File: config.mk
export PLATFORM = sky130hd
export DESIGN_NAME = fpe_ctrl
export DESIGN_NICKNAME = d
export VERILOG_FILES = /design/src/pkg/fpe_pkg.sv /design/src/rtl/fpe_timer.sv /design/src/rtl/fpe_ctrl.sv
export SDC_FILE = /design/constraint.sdc
export NUM_CORES = 1
export LEC_CHECK = 0
export BUFFER_PORTS_ARGS = -buffer_cell sky130_fd_sc_hd__buf_2
export CELL_PAD_IN_SITES_DETAIL_PLACEMENT = 0
export CELL_PAD_IN_SITES_GLOBAL_PLACEMENT = 1
export CORE_MARGIN = 2
export CORE_UTILIZATION = 30
export CTS_CLUSTER_DIAMETER = 120
export DETAILED_ROUTE_END_ITERATION = 6
export GPL_TIMING_DRIVEN = 0
export PLACE_DENSITY_LB_ADDON = 0.1
export SLEW_MARGIN = 20
export SYNTH_ARGS = -nofsm -noshare
export SYNTH_HDL_FRONTEND = slang
export SYNTH_HIERARCHICAL = 1
export SYNTH_SLANG_ARGS = --single-unit
File: constraint.sdc
create_clock -name clk -period 4 [get_ports clk]
set_input_delay 0.4 -clock clk [delete_from_list [all_inputs] [get_ports clk]]
set_output_delay 0.4 -clock clk [all_outputs]
set_load 0.05 [all_outputs]
File: src/pkg/fpe_pkg.sv
/*
  Package for the flash program/erase controller: memory map, control bits, timing, command types.
  Assumes a 20 MHz clock and a device whose flash and control register sit on a plain byte bus.
*/
package fpe_pkg;
  localparam logic [15:0] CTRL_ADDR = 16'hFE08;
  localparam logic [15:0] BOUNDARY_ADDR = 16'hFF7E;
  localparam logic [15:0] TRIM_HI_ADDR = 16'hFF80;
  localparam logic [15:0] TRIM_LO_ADDR = 16'hFF81;
  localparam logic [15:0] FLASH_BASE = 16'hC000;
  localparam logic [15:0] WATCHDOG_ADDR = 16'hFFFF;
  localparam logic [7:0] ERASED_BYTE = 8'hFF;
  localparam logic [7:0] BOUNDARY_OPEN = 8'hFF;
  localparam logic [7:0] BOUNDARY_ALL = 8'h00;
  localparam logic [7:0] BOUNDARY_VECT = 8'hFE;
  localparam int ROW_BYTES = 32;
  localparam int ROW_LSB = 5;
  // Control register bit positions
  localparam int BIT_PGM = 0;
  localparam int BIT_ERASE = 1;
  localparam int BIT_MASS = 2;
  localparam int BIT_HIGH_VOLTAGE_ENABLE = 3;
  localparam int CLK_MHZ = 20;
  localparam int SETUP_US = 10;
  localparam int WHOLE_ERASE_US = 4000;
  localparam int LONG_HOLD_US = 100;
  localparam int HOLD_US = 5;
  localparam int PGM_SETUP_US = 5;
  localparam int BYTE_PGM_US = 30;
  localparam int RECOVERY_US = 1;
  localparam int SETUP_CYC = SETUP_US * CLK_MHZ;
  localparam int ERASE_CYC = WHOLE_ERASE_US * CLK_MHZ;
  localparam int LONG_HOLD_CYC = LONG_HOLD_US * CLK_MHZ;
  localparam int HOLD_CYC = HOLD_US * CLK_MHZ;
  localparam int PGM_SETUP_CYC = PGM_SETUP_US * CLK_MHZ;
  localparam int BYTE_PGM_CYC = BYTE_PGM_US * CLK_MHZ;
  localparam int RECOVERY_CYC = RECOVERY_US * CLK_MHZ;
  typedef enum logic [1:0] {FPE_CMD_ERASE, FPE_CMD_PROGRAM, FPE_CMD_READ} fpe_op_t;
  typedef struct packed {
    fpe_op_t op;
    logic [15:0] addr;
    logic [7:0] data;
  } fpe_cmd_t;
  typedef struct packed {
    logic wr;
    logic rd;
    logic [15:0] addr;
    logic [7:0] wdata;
  } fpe_bus_t;
  typedef enum logic [1:0] {FPE_OK, FPE_PROTECTED, FPE_NOT_ERASED} fpe_status_t;
  // start address of the protected range
  function automatic logic [15:0] fpe_protect_start(input logic [7:0] b);
    fpe_protect_start = {2'b11, b, 6'h00};
  endfunction : fpe_protect_start
endpackage : fpe_pkg

File: src/rtl/fpe_timer.sv
/*
  Down counter for the controller's timed waits.
  Assumes load and start from the same clock domain.
*/
module fpe_timer #(
  parameter int WIDTH = 17
) (
  input wire logic clk,
  input wire logic reset,
  input wire logic load,
  input wire logic [WIDTH-1:0] count,
  output logic done
);
  logic [WIDTH-1:0] cnt_r;
  if (WIDTH < 2)
  begin : g_width_chk
    $error("fpe_timer width too small");
  end
  always_ff @(posedge clk)
  begin
    if (reset)
      cnt_r <= '0;
    else if (load)
      cnt_r <= count;
    else if (cnt_r != '0)
      cnt_r <= cnt_r - 1'b1;
  end
  assign done = (cnt_r == '0) && !load;
endmodule : fpe_timer

File: src/rtl/fpe_ctrl.sv
/*
  Controller that sequences whole-array erase and single-byte programming within a row of the device flash.
  Assumes a device byte bus with one-cycle reads whose data returns on the next clock;
  the controller itself runs from outside the flash array.
*/
module fpe_ctrl #(
  parameter int ERASE_CYCLES = fpe_pkg::ERASE_CYC,
  parameter int TW = 17
) (
  input wire logic clk,
  input wire logic reset,
  input wire logic cmd_valid,
  input wire fpe_pkg::fpe_cmd_t cmd,
  input wire logic monitor_insecure,
  output logic cmd_ready,
  output logic done,
  output fpe_pkg::fpe_status_t status,
  output logic [7:0] rdata,
  output fpe_pkg::fpe_bus_t bus,
  input wire logic [7:0] bus_rdata
);
  import fpe_pkg::*;
  if (ERASE_CYCLES >= (1 << TW) || ERASE_CYCLES < 1 || LONG_HOLD_CYC >= (1 << TW) ||
      BYTE_PGM_CYC >= (1 << TW))
  begin : g_width_chk
    $error("timer width too small");
  end

  typedef enum {
    S_IDLE, S_RDBND, S_BND_GET, S_CHKBND, S_SEL, S_RDBND2, S_ARM, S_SETUP, S_HV, S_HOLD,
    S_BYTE_RD, S_BYTE_CHK, S_BYTE_WR, S_BYTE_WAIT, S_DESEL, S_HVHOLD, S_HVOFF,
    S_RECOVER, S_READ, S_READ_GET, S_DONE
  } fpe_state_t;

  fpe_state_t state_r;
  fpe_cmd_t cmd_r;
  logic [7:0] ctrl_r;
  logic [7:0] bnd_r;
  logic [4:0] idx_r;
  logic ld;
  logic [TW-1:0] ld_cnt;
  logic tdone;

  fpe_timer #(.WIDTH(TW)) u_timer (
    .clk(clk),
    .reset(reset),
    .load(ld),
    .count(ld_cnt),
    .done(tdone)
  );

  function automatic logic [TW-1:0] cyc(input int n);
    cyc = TW'(n);
  endfunction : cyc

  function automatic logic [15:0] row_addr(input logic [15:0] a, input logic [4:0] i);
    row_addr = {a[15:ROW_LSB], i};
  endfunction : row_addr

  always_comb
  begin
    ld = 1'b0;
    ld_cnt = '0;
    unique case (state_r)
      S_ARM:
      begin
        ld = 1'b1;
        ld_cnt = cyc(SETUP_CYC);
      end
      S_HV:
      begin
        ld = 1'b1;
        ld_cnt = (cmd_r.op == FPE_CMD_ERASE) ? cyc(ERASE_CYCLES) : cyc(PGM_SETUP_CYC);
      end
      S_BYTE_WR:
      begin
        ld = 1'b1;
        ld_cnt = cyc(BYTE_PGM_CYC);
      end
      S_DESEL:
      begin
        ld = 1'b1;
        ld_cnt = (cmd_r.op == FPE_CMD_ERASE) ? cyc(LONG_HOLD_CYC) : cyc(HOLD_CYC);
      end
      S_HVOFF:
      begin
        ld = 1'b1;
        ld_cnt = cyc(RECOVERY_CYC);
      end
      default:
      begin
        ld = 1'b0;
        ld_cnt = '0;
      end
    endcase
  end

  // Sequencer
  always_ff @(posedge clk)
  begin
    if (reset)
    begin
      state_r <= S_IDLE;
      cmd_r <= '0;
      ctrl_r <= 8'h00;
      bnd_r <= BOUNDARY_OPEN;
      idx_r <= '0;
      status <= FPE_OK;
      done <= 1'b0;
      cmd_ready <= 1'b1;
      rdata <= 8'h00;
      bus <= '0;
    end
    else
    begin
      bus <= '0;
      done <= 1'b0;
      unique case (state_r)
        S_IDLE:
          if (cmd_valid)
          begin
            cmd_r <= cmd;
            cmd_ready <= 1'b0;
            // Byte index inside the row, so the read-back targets the commanded byte
            idx_r <= cmd.addr[ROW_LSB-1:0];
            bus.rd <= 1'b1;
            bus.addr <= (cmd.op == FPE_CMD_READ) ? cmd.addr : BOUNDARY_ADDR;
            state_r <= (cmd.op == FPE_CMD_READ) ? S_READ_GET : S_RDBND;
          end
        // Device read data stands only in the cycle after the strobe
        S_RDBND:
          state_r <= S_BND_GET;
        S_BND_GET:
        begin
          bnd_r <= bus_rdata;
          state_r <= S_CHKBND;
        end
        S_CHKBND:
          // Refuse early rather than leave selects armed against a locked array
          if (cmd_r.op == FPE_CMD_ERASE && bnd_r != BOUNDARY_OPEN)
          begin
            status <= FPE_PROTECTED;
            state_r <= S_DONE;
          end
          else if (cmd_r.op == FPE_CMD_PROGRAM && (bnd_r == BOUNDARY_ALL ||
                   cmd_r.addr >= fpe_protect_start(bnd_r) && bnd_r != BOUNDARY_OPEN))
          begin
            status <= FPE_PROTECTED;
            state_r <= S_DONE;
          end
          else
          begin
            ctrl_r <= (cmd_r.op == FPE_CMD_ERASE) ?
                      (8'h00 | (8'h01 << BIT_ERASE) | (8'h01 << BIT_MASS)) :
                      (8'h00 | (8'h01 << BIT_PGM));
            bus.wr <= 1'b1;
            bus.addr <= CTRL_ADDR;
            bus.wdata <= (cmd_r.op == FPE_CMD_ERASE) ?
                         ((8'h01 << BIT_ERASE) | (8'h01 << BIT_MASS)) : (8'h01 << BIT_PGM);
            state_r <= S_SEL;
          end
        S_SEL:
        begin
          bus.rd <= 1'b1;
          bus.addr <= BOUNDARY_ADDR;
          state_r <= S_RDBND2;
        end
        S_RDBND2:
        begin
          bus.wr <= 1'b1;
          bus.addr <= (cmd_r.op == FPE_CMD_ERASE) ?
                      (monitor_insecure ? BOUNDARY_ADDR : FLASH_BASE) :
                      row_addr(cmd_r.addr, 5'h00);
          bus.wdata <= cmd_r.data;
          state_r <= S_ARM;
        end
        S_ARM:
          state_r <= S_SETUP;
        S_SETUP:
          if (tdone)
          begin
            ctrl_r[BIT_HIGH_VOLTAGE_ENABLE] <= 1'b1;
            bus.wr <= 1'b1;
            bus.addr <= CTRL_ADDR;
            bus.wdata <= ctrl_r | (8'h01 << BIT_HIGH_VOLTAGE_ENABLE);
            state_r <= S_HV;
          end
        S_HV:
          state_r <= S_HOLD;
        S_HOLD:
          if (tdone)
          begin
            if (cmd_r.op == FPE_CMD_ERASE)
            begin
              state_r <= S_DESEL;
              ctrl_r <= 8'h01 << BIT_HIGH_VOLTAGE_ENABLE;
              bus.wr <= 1'b1;
              bus.addr <= CTRL_ADDR;
              bus.wdata <= 8'h01 << BIT_HIGH_VOLTAGE_ENABLE;
            end
            else
            begin
              bus.rd <= 1'b1;
              bus.addr <= row_addr(cmd_r.addr, idx_r);
              state_r <= S_BYTE_RD;
            end
          end
        S_BYTE_RD:
          state_r <= S_BYTE_CHK;
        S_BYTE_CHK:
          // Only the commanded byte is written; others in the row stay erased
          if (row_addr(cmd_r.addr, idx_r) == cmd_r.addr && bus_rdata == ERASED_BYTE &&
              cmd_r.addr != WATCHDOG_ADDR)
          begin
            bus.wr <= 1'b1;
            bus.addr <= cmd_r.addr;
            bus.wdata <= cmd_r.data;
            state_r <= S_BYTE_WR;
          end
          else
          begin
            if (row_addr(cmd_r.addr, idx_r) == cmd_r.addr)
              status <= FPE_NOT_ERASED;
            state_r <= S_DESEL;
            ctrl_r <= 8'h01 << BIT_HIGH_VOLTAGE_ENABLE;
            bus.wr <= 1'b1;
            bus.addr <= CTRL_ADDR;
            bus.wdata <= 8'h01 << BIT_HIGH_VOLTAGE_ENABLE;
          end
        S_BYTE_WR:
          state_r <= S_BYTE_WAIT;
        S_BYTE_WAIT:
          if (tdone)
          begin
            // Drop select immediately so the gap stays inside the program limit
            ctrl_r <= 8'h01 << BIT_HIGH_VOLTAGE_ENABLE;
            bus.wr <= 1'b1;
            bus.addr <= CTRL_ADDR;
            bus.wdata <= 8'h01 << BIT_HIGH_VOLTAGE_ENABLE;
            state_r <= S_DESEL;
          end
        S_DESEL:
          state_r <= S_HVHOLD;
        S_HVHOLD:
          if (tdone)
          begin
            ctrl_r <= 8'h00;
            bus.wr <= 1'b1;
            bus.addr <= CTRL_ADDR;
            bus.wdata <= 8'h00;
            state_r <= S_HVOFF;
          end
        S_HVOFF:
          state_r <= S_RECOVER;
        S_RECOVER:
          if (tdone)
            state_r <= S_DONE;
        S_READ_GET:
          state_r <= S_READ;
        S_READ:
        begin
          rdata <= bus_rdata;
          state_r <= S_DONE;
        end
        S_DONE:
        begin
          done <= 1'b1;
          cmd_ready <= 1'b1;
          state_r <= S_IDLE;
        end
      endcase
      if (state_r == S_IDLE && cmd_valid)
        status <= FPE_OK;
    end
  end
endmodule : fpe_ctrl

After elaboration in Yosys (flattened, before gate mapping):

Cells that the tools add are included.
W data, S select, Z words.

* bits in registers: 133
* bits in latches: 0
* memory bits (writable): 0
* bits in read-only memories: 0
* output and inout bits: 38
* word-level logic and storage cells: 142
* memories: 0

* $add $sub $neg: 1
* $mul: 0
* divide/modulo/power cells: 0
* $lt $le $gt $ge: 1
* equal/unequal tests: 38
* shifts and indexed selects: 0
* mux-type cells: 58
* bitwise logic cells: 0
* reduce and logical (&&, ||, !) cells: 28

Operators with widths (count)
* $pmux W32 S21: 1
* $eq A32 B4 Y1 const B: 8
* $mux W32: 7
* $eq A32 B5 Y1 const B: 5
* $mux W24: 6
* $pmux W16 S9: 1
* $eq A32 B3 Y1 const B: 4
* $pmux W17 S5: 1
* $mux W17: 4
* $eq A32 B2 Y1 const B: 2
* $logic_not A32 Y1: 2
* $mux W8: 7
* $pmux W8 S7: 1
* $mux W16: 3
* $eq A32 B1 Y1 const B: 1
* $mux W26: 1
* $ne A2 B2 Y1 const B: 11
* $pmux W4 S5: 1
* $logic_not A17 Y1: 1
* $reduce_bool A17 Y1: 1
* $sub A17 B1 Y17 const B: 1
* $ge A16 B16 Y1: 1
* $ne A16 B16 Y1 const B: 1
* $pmux W3 S5: 1
* other kinds (31): 54

Depth between registers and ports, before layout:

* depth in word-level cells: 7
* mapped depth: 13
* gate-level depth less buffers: 12

By module:

The synthesis kept the hierarchy.

Modules (own cells, without submodules)
* fpe_ctrl: instances 1, cells each 499, area an instance 4032.6 um^2, seq. area each 1581.5 um^2
* fpe_timer: instances 1, cells each 110, area an instance 933.4 um^2, seq. area each 340.3 um^2

Least setup slack after synthesis:

OpenSTA, ideal clock, no wires.

* kind: reg-to-reg
* from: reg u_timer.cnt_r[8]
* to: reg ctrl_r[0]
* setup time: 116 ps
* data arrival time: 2781 ps
* required time: 3884 ps
* slack: 1103 ps
* cell stages (with the launch flop): 11
* path buffers: 1
* clock period less this slack: 2897 ps
* cells stage by stage: dfxtp_1 -> or4_4 -> or3_4 -> or3_1 -> nor2_1 -> clkbuf_1 -> o211a_1 -> o21ai_1 -> a211oi_2 -> a21oi_1 -> a41o_1

* longest elaborated chain between the ends: 4
* elaborated cells on any way between the ends: 6

RTL lines
* from (decl): line fpe_timer.sv:14 `logic [WIDTH-1:0] cnt_r;`
* from (signal assigned): line fpe_timer.sv:24 `cnt_r <= count;`
* from (signal assigned): line fpe_timer.sv:26 `cnt_r <= cnt_r - 1'b1;`
* $logic_not A17 Y1 *: line fpe_timer.sv:28 `assign done = (cnt_r == '0) && !load;`
* $logic_and A1 B1 Y1 *: line fpe_timer.sv:28
* net tdone: line fpe_ctrl.sv:42 `logic tdone;`
* $ne A2 B2 Y1 (no source line)
* $reduce_and A8 Y1 (no source line) *
* to (signal assigned): line fpe_ctrl.sv:153 `ctrl_r <= (cmd_r.op == FPE_CMD_ERASE) ?`
* to (signal assigned): line fpe_ctrl.sv:196 `ctrl_r <= 8'h01 << BIT_HIGH_VOLTAGE_ENABLE;`
* to (signal assigned): line fpe_ctrl.sv:225 `ctrl_r <= 8'h01 << BIT_HIGH_VOLTAGE_ENABLE;`
* to (decl): line fpe_ctrl.sv:37 `logic [7:0] ctrl_r;`

The timed path passes the listed nets; every way through them passes the cells marked *.
A chain may end at the register's enable or synchronous reset.

Worst setup path in the final report:

* from: reg u_timer.cnt_r[3]
* to: reg bus[20] in the netlist's numbering

* longest elaborated chain between the ends: 4
* elaborated cells on any way between the ends: 7

RTL lines
* $logic_not A17 Y1 *: line fpe_timer.sv:28
* $logic_and A1 B1 Y1 *: line fpe_timer.sv:28
* net tdone: line fpe_ctrl.sv:42
* $mux W24, or another cell as far along: line fpe_ctrl.sv:245 `if (tdone)`
* $pmux W16 S9 *: line fpe_ctrl.sv:118 `unique case (state_r)`
* to (decl): line fpe_ctrl.sv:19 `output fpe_pkg::fpe_bus_t bus,`

Marks and branches as above.

==> results.json <==
{
  "status": "finished, final reports clean",
  "hpwl_um": 12600,
  "ys_top_cells_by_area": "dfxtp_1 39%, nand2_1 7.3%, a21oi_1 5.7%",
  "avgSynthCellArea_um2": 8.154,
  "antenna_found_initial": 0,
  "slew_viol_final": 0,
  "initial_core_util_pct": 30.27,
  "worst_path_dominant_cell_family": "simple AND/OR/NAND/NOR gates",
  "async_flop_share_pct": 0,
  "worstSetupPathType": "register to register",
  "p_total_mw": 4.443,
  "synth_edf_count": 0,
  "switching_share_pct": 46.18,
  "core_area_mm2": 0.01641,
  "routedWlPerCell_um": 18.05,
  "drive_gt1_share_pct": 19.52,
  "drt-pass1-iter-count": 5,
  "seqPwrFrac_pct": 31.3,
  "fmax_mhz": 273.8,
  "clk_path_buf_depth": 2,
  "ios": 76,
  "viasPerCell": 5.234,
  "die-width_um": 132.7,
  "n_antenna_cell": 0,
  "period_share_pct": 91.32,
  "layout_min_cycle_time_ns": 3.653,
  "ant_nets": 0,
  "rsz0062_at_grt": "no",
  "combPwrFrac_pct": 49.8,
  "fin_skew_ns": 0.009540,
  "grt.overflow.total": 0,
  "arrival_ns": 3.91,
  "critPathLaunchType": "register",
  "cts_resized": 0,
  "grt_max_degree": 18,
  "port-buffer-count": 74,
  "endpoint_kind": "register",
  "dr.first_iter.drc_count": 308,
  "power_switching_mw": 2.051,
  "synth_seq_cells": 96,
  "max_stage_delay_ns": 0.65,
  "maxCapViolations": 0,
  "syn-cell-area_mm2": 0.004966,
  "p_leak_nw": 2.451,
  "cp_max_fo": 10,
  "yosys_warnings": 6,
  "clkPwrFrac_pct": 18.9,
  "drc_errors": 0,
  "grt_pass1_wl_um": 26490,
  "clk_pin_slew_ns": 0.07,
  "die-area_mm2": 0.01760,
  "insertion_delay_ns": 0.36,
  "nNetsFinal": 744,
  "grt_pass1_vias": 4710,
  "powerDensity_mw_per_mm2": 752.4,
  "grt_util_all_layers_pct": 19.32,
  "core.rowCount": 47,
  "ys_seq_area_share_pct": 38.70,
  "h-tree-depth": 3,
  "cts_num_sinks": 96,
  "post_cts_buffers": 0,
  "place_congestion": 0.8844,
  "setup_viol": 0,
  "die_h_um": 132.7,
  "vdd_ir_drop_max_mv": 0.2600,
  "slowest_stage": "o31ai_1",
  "hold_violations": 0,
  "syn_inst": 609,
  "yosys.area.top_type": "dfxtp_1",
  "p_int_mw": 2.391,
  "ys.flop_type": "dfxtp_1",
  "root_buffer": "clkbuf_16",
  "synth_top_cell_area_share_pct": 38.70,
  "wirelength_um": 16650,
  "cts_made_buffers": 9,
  "path_buf_inv": 1,
  "crit_required_ns": 4.25,
  "cts_tree": "built",
  "hold_class": "input port to register",
  "setup-tns-final_ns": 0,
  "tightestPinTransition_ns": 0.7706,
  "cts_hold_buf": 0,
  "crit_path_cell_trace": "or4_4 > or3_1 > or3_1 > nor2_1 > clkbuf_1 > nor2_1 > o31ai_1 > a21oi_1 > a41oi_1",
  "synth_cell_types": 80,
  "vias": 4826,
  "syn_to_final_growth_pct": 18.90,
  "slew_headroom_pct": 48.19
}
## synthesized netlist by cell type (3+ instances only)
| cell type | number |
|---|---|
| a211o_1 | 3 |
| a211oi_1 | 8 |
| a21oi_1 | 57 |
| a31oi_1 | 8 |
| a41oi_1 | 6 |
| and2_1 | 7 |
| and3_1 | 3 |
| buf_2 | 12 |
| buf_4 | 3 |
| buf_6 | 3 |
| clkbuf_1 | 18 |
| dfxtp_1 | 96 |
| ha_1 | 9 |
| inv_1 | 18 |
| mux2i_1 | 10 |
| nand2_1 | 96 |
| nand2b_1 | 10 |
| nand3_1 | 15 |
| nand3_2 | 3 |
| nand4_1 | 10 |
| nor2_1 | 54 |
| nor2_2 | 3 |
| nor2b_1 | 4 |
| nor3_1 | 12 |
| nor4_1 | 3 |
| o2111ai_1 | 3 |
| o211a_1 | 4 |
| o211ai_1 | 9 |
| o21ai_0 | 23 |
| o21ai_1 | 7 |
| o22ai_1 | 3 |
| o31a_1 | 4 |
| o31ai_1 | 4 |
| o32ai_1 | 3 |
| or2_1 | 5 |
| or3_1 | 7 |
| xnor2_1 | 7 |
| xor2_1 | 5 |
## cell usage in the layout, fill, tap and decap left out, types with 7 or more instances in the layout
cell type	synthesis	routed
nand2_1	96	96
o211ai_1	9	9
nand4_1	10	10
o21ai_0	23	23
clkbuf_16	0	9
nor3_1	12	12
buf_2	12	86
nand3_1	15	15
a31oi_1	8	8
inv_1	18	18
a211oi_1	8	8
and2_1	7	7
or3_1	7	7
nor2_1	54	54
xnor2_1	7	7
mux2i_1	10	10
clkbuf_1	18	19
dfxtp_1	96	96
ha_1	9	9
a21oi_1	57	57
o21ai_1	7	7
nand2b_1	10	10
## state kept, by name, summed over array words and instances, names as in the netlist
name,cells
bus,26
cmd_r,26
u_timer/cnt_r,17
bnd_r,8
rdata,8
state_r,5
ctrl_r,2
status,2
cmd_ready,1
done,1
## tightest hold or removal path: stages
cell and delay, ns:
buf_2 0.09, nand2_1 0.04, a21oi_1 0.05
## path summary, 6_finish.rpt
check	startpoint	end	slack, ns	depth (start not counted)
max reg2reg	u_timer/cnt_r[3]	bus[20]	0.35	9
min reg2reg	cmd_r[4]	cmd_r[4]	0.45	2
max	u_timer/cnt_r[3]	bus[20]	0.35	9
min	cmd[6]	cmd_r[6]	0.27	3
## per-layer routing
metal / routed length [um] / vias to the layer above / track usage (%)
li1: - / 2357 / -
met1: 7740 / 2329 / 25.81
met2: 8092 / 130 / 33.05
met3: 704 / 10 / 3.716
met4: 108 / 0 / 2.867
met5: 0 / - / 0
## power groups by stage
stage	combinational, mW	sequential, mW	clock (mW)
after detailed placement	2.21	1.41	0
after floorplan	1.46	1.56	0
final	2.21	1.39	0.840
after global placement	2.21	1.40	0
after CTS	2.22	1.39	0.875
after global routing	2.44	1.43	0.913
## logic make-up (layout without fill, tap and decap cells)
group,after synthesis,after routing,synth area share (%)
AOI/OAI and AO/OA,167,167,23.10
xor gates and xnor gates,12,12,2.116
adders and majority gates,9,9,2.268
buffers and inverters,57,147,5.291
DFF,96,96,38.70
muxes,10,10,2.016
other,1,4,0.07551
and+or+nand+nor,257,257,26.43
## final cells by class
cell class              count  area [um^2]
plain buffers              38        191.4
well taps                 220        275.3
inverters                  19        71.32
clock buffers              10        229.0
fillers                  1736        10500
multi-input cells         459         2793
repair buffers             74        370.4
flip-flops and latches     96         1922
clock inverters             6        52.55
## per-stage QoR
stage,util [%],hold WS (ns),worst slack (ns),cell area (um^2),std cells
after floorplan,-,0.4296,1.103,4977,612
after global placement,34.27,0.4389,0.3186,5623,906
after detailed placement,34.27,0.4401,0.3517,5623,906
after CTS,35.99,0.2634,0.3106,5904,922
after global routing,35.99,0.2716,0.1306,5904,922
final,35.99,0.2725,0.3473,5904,922
Note: power is estimated with default switching activity, not from simulation.
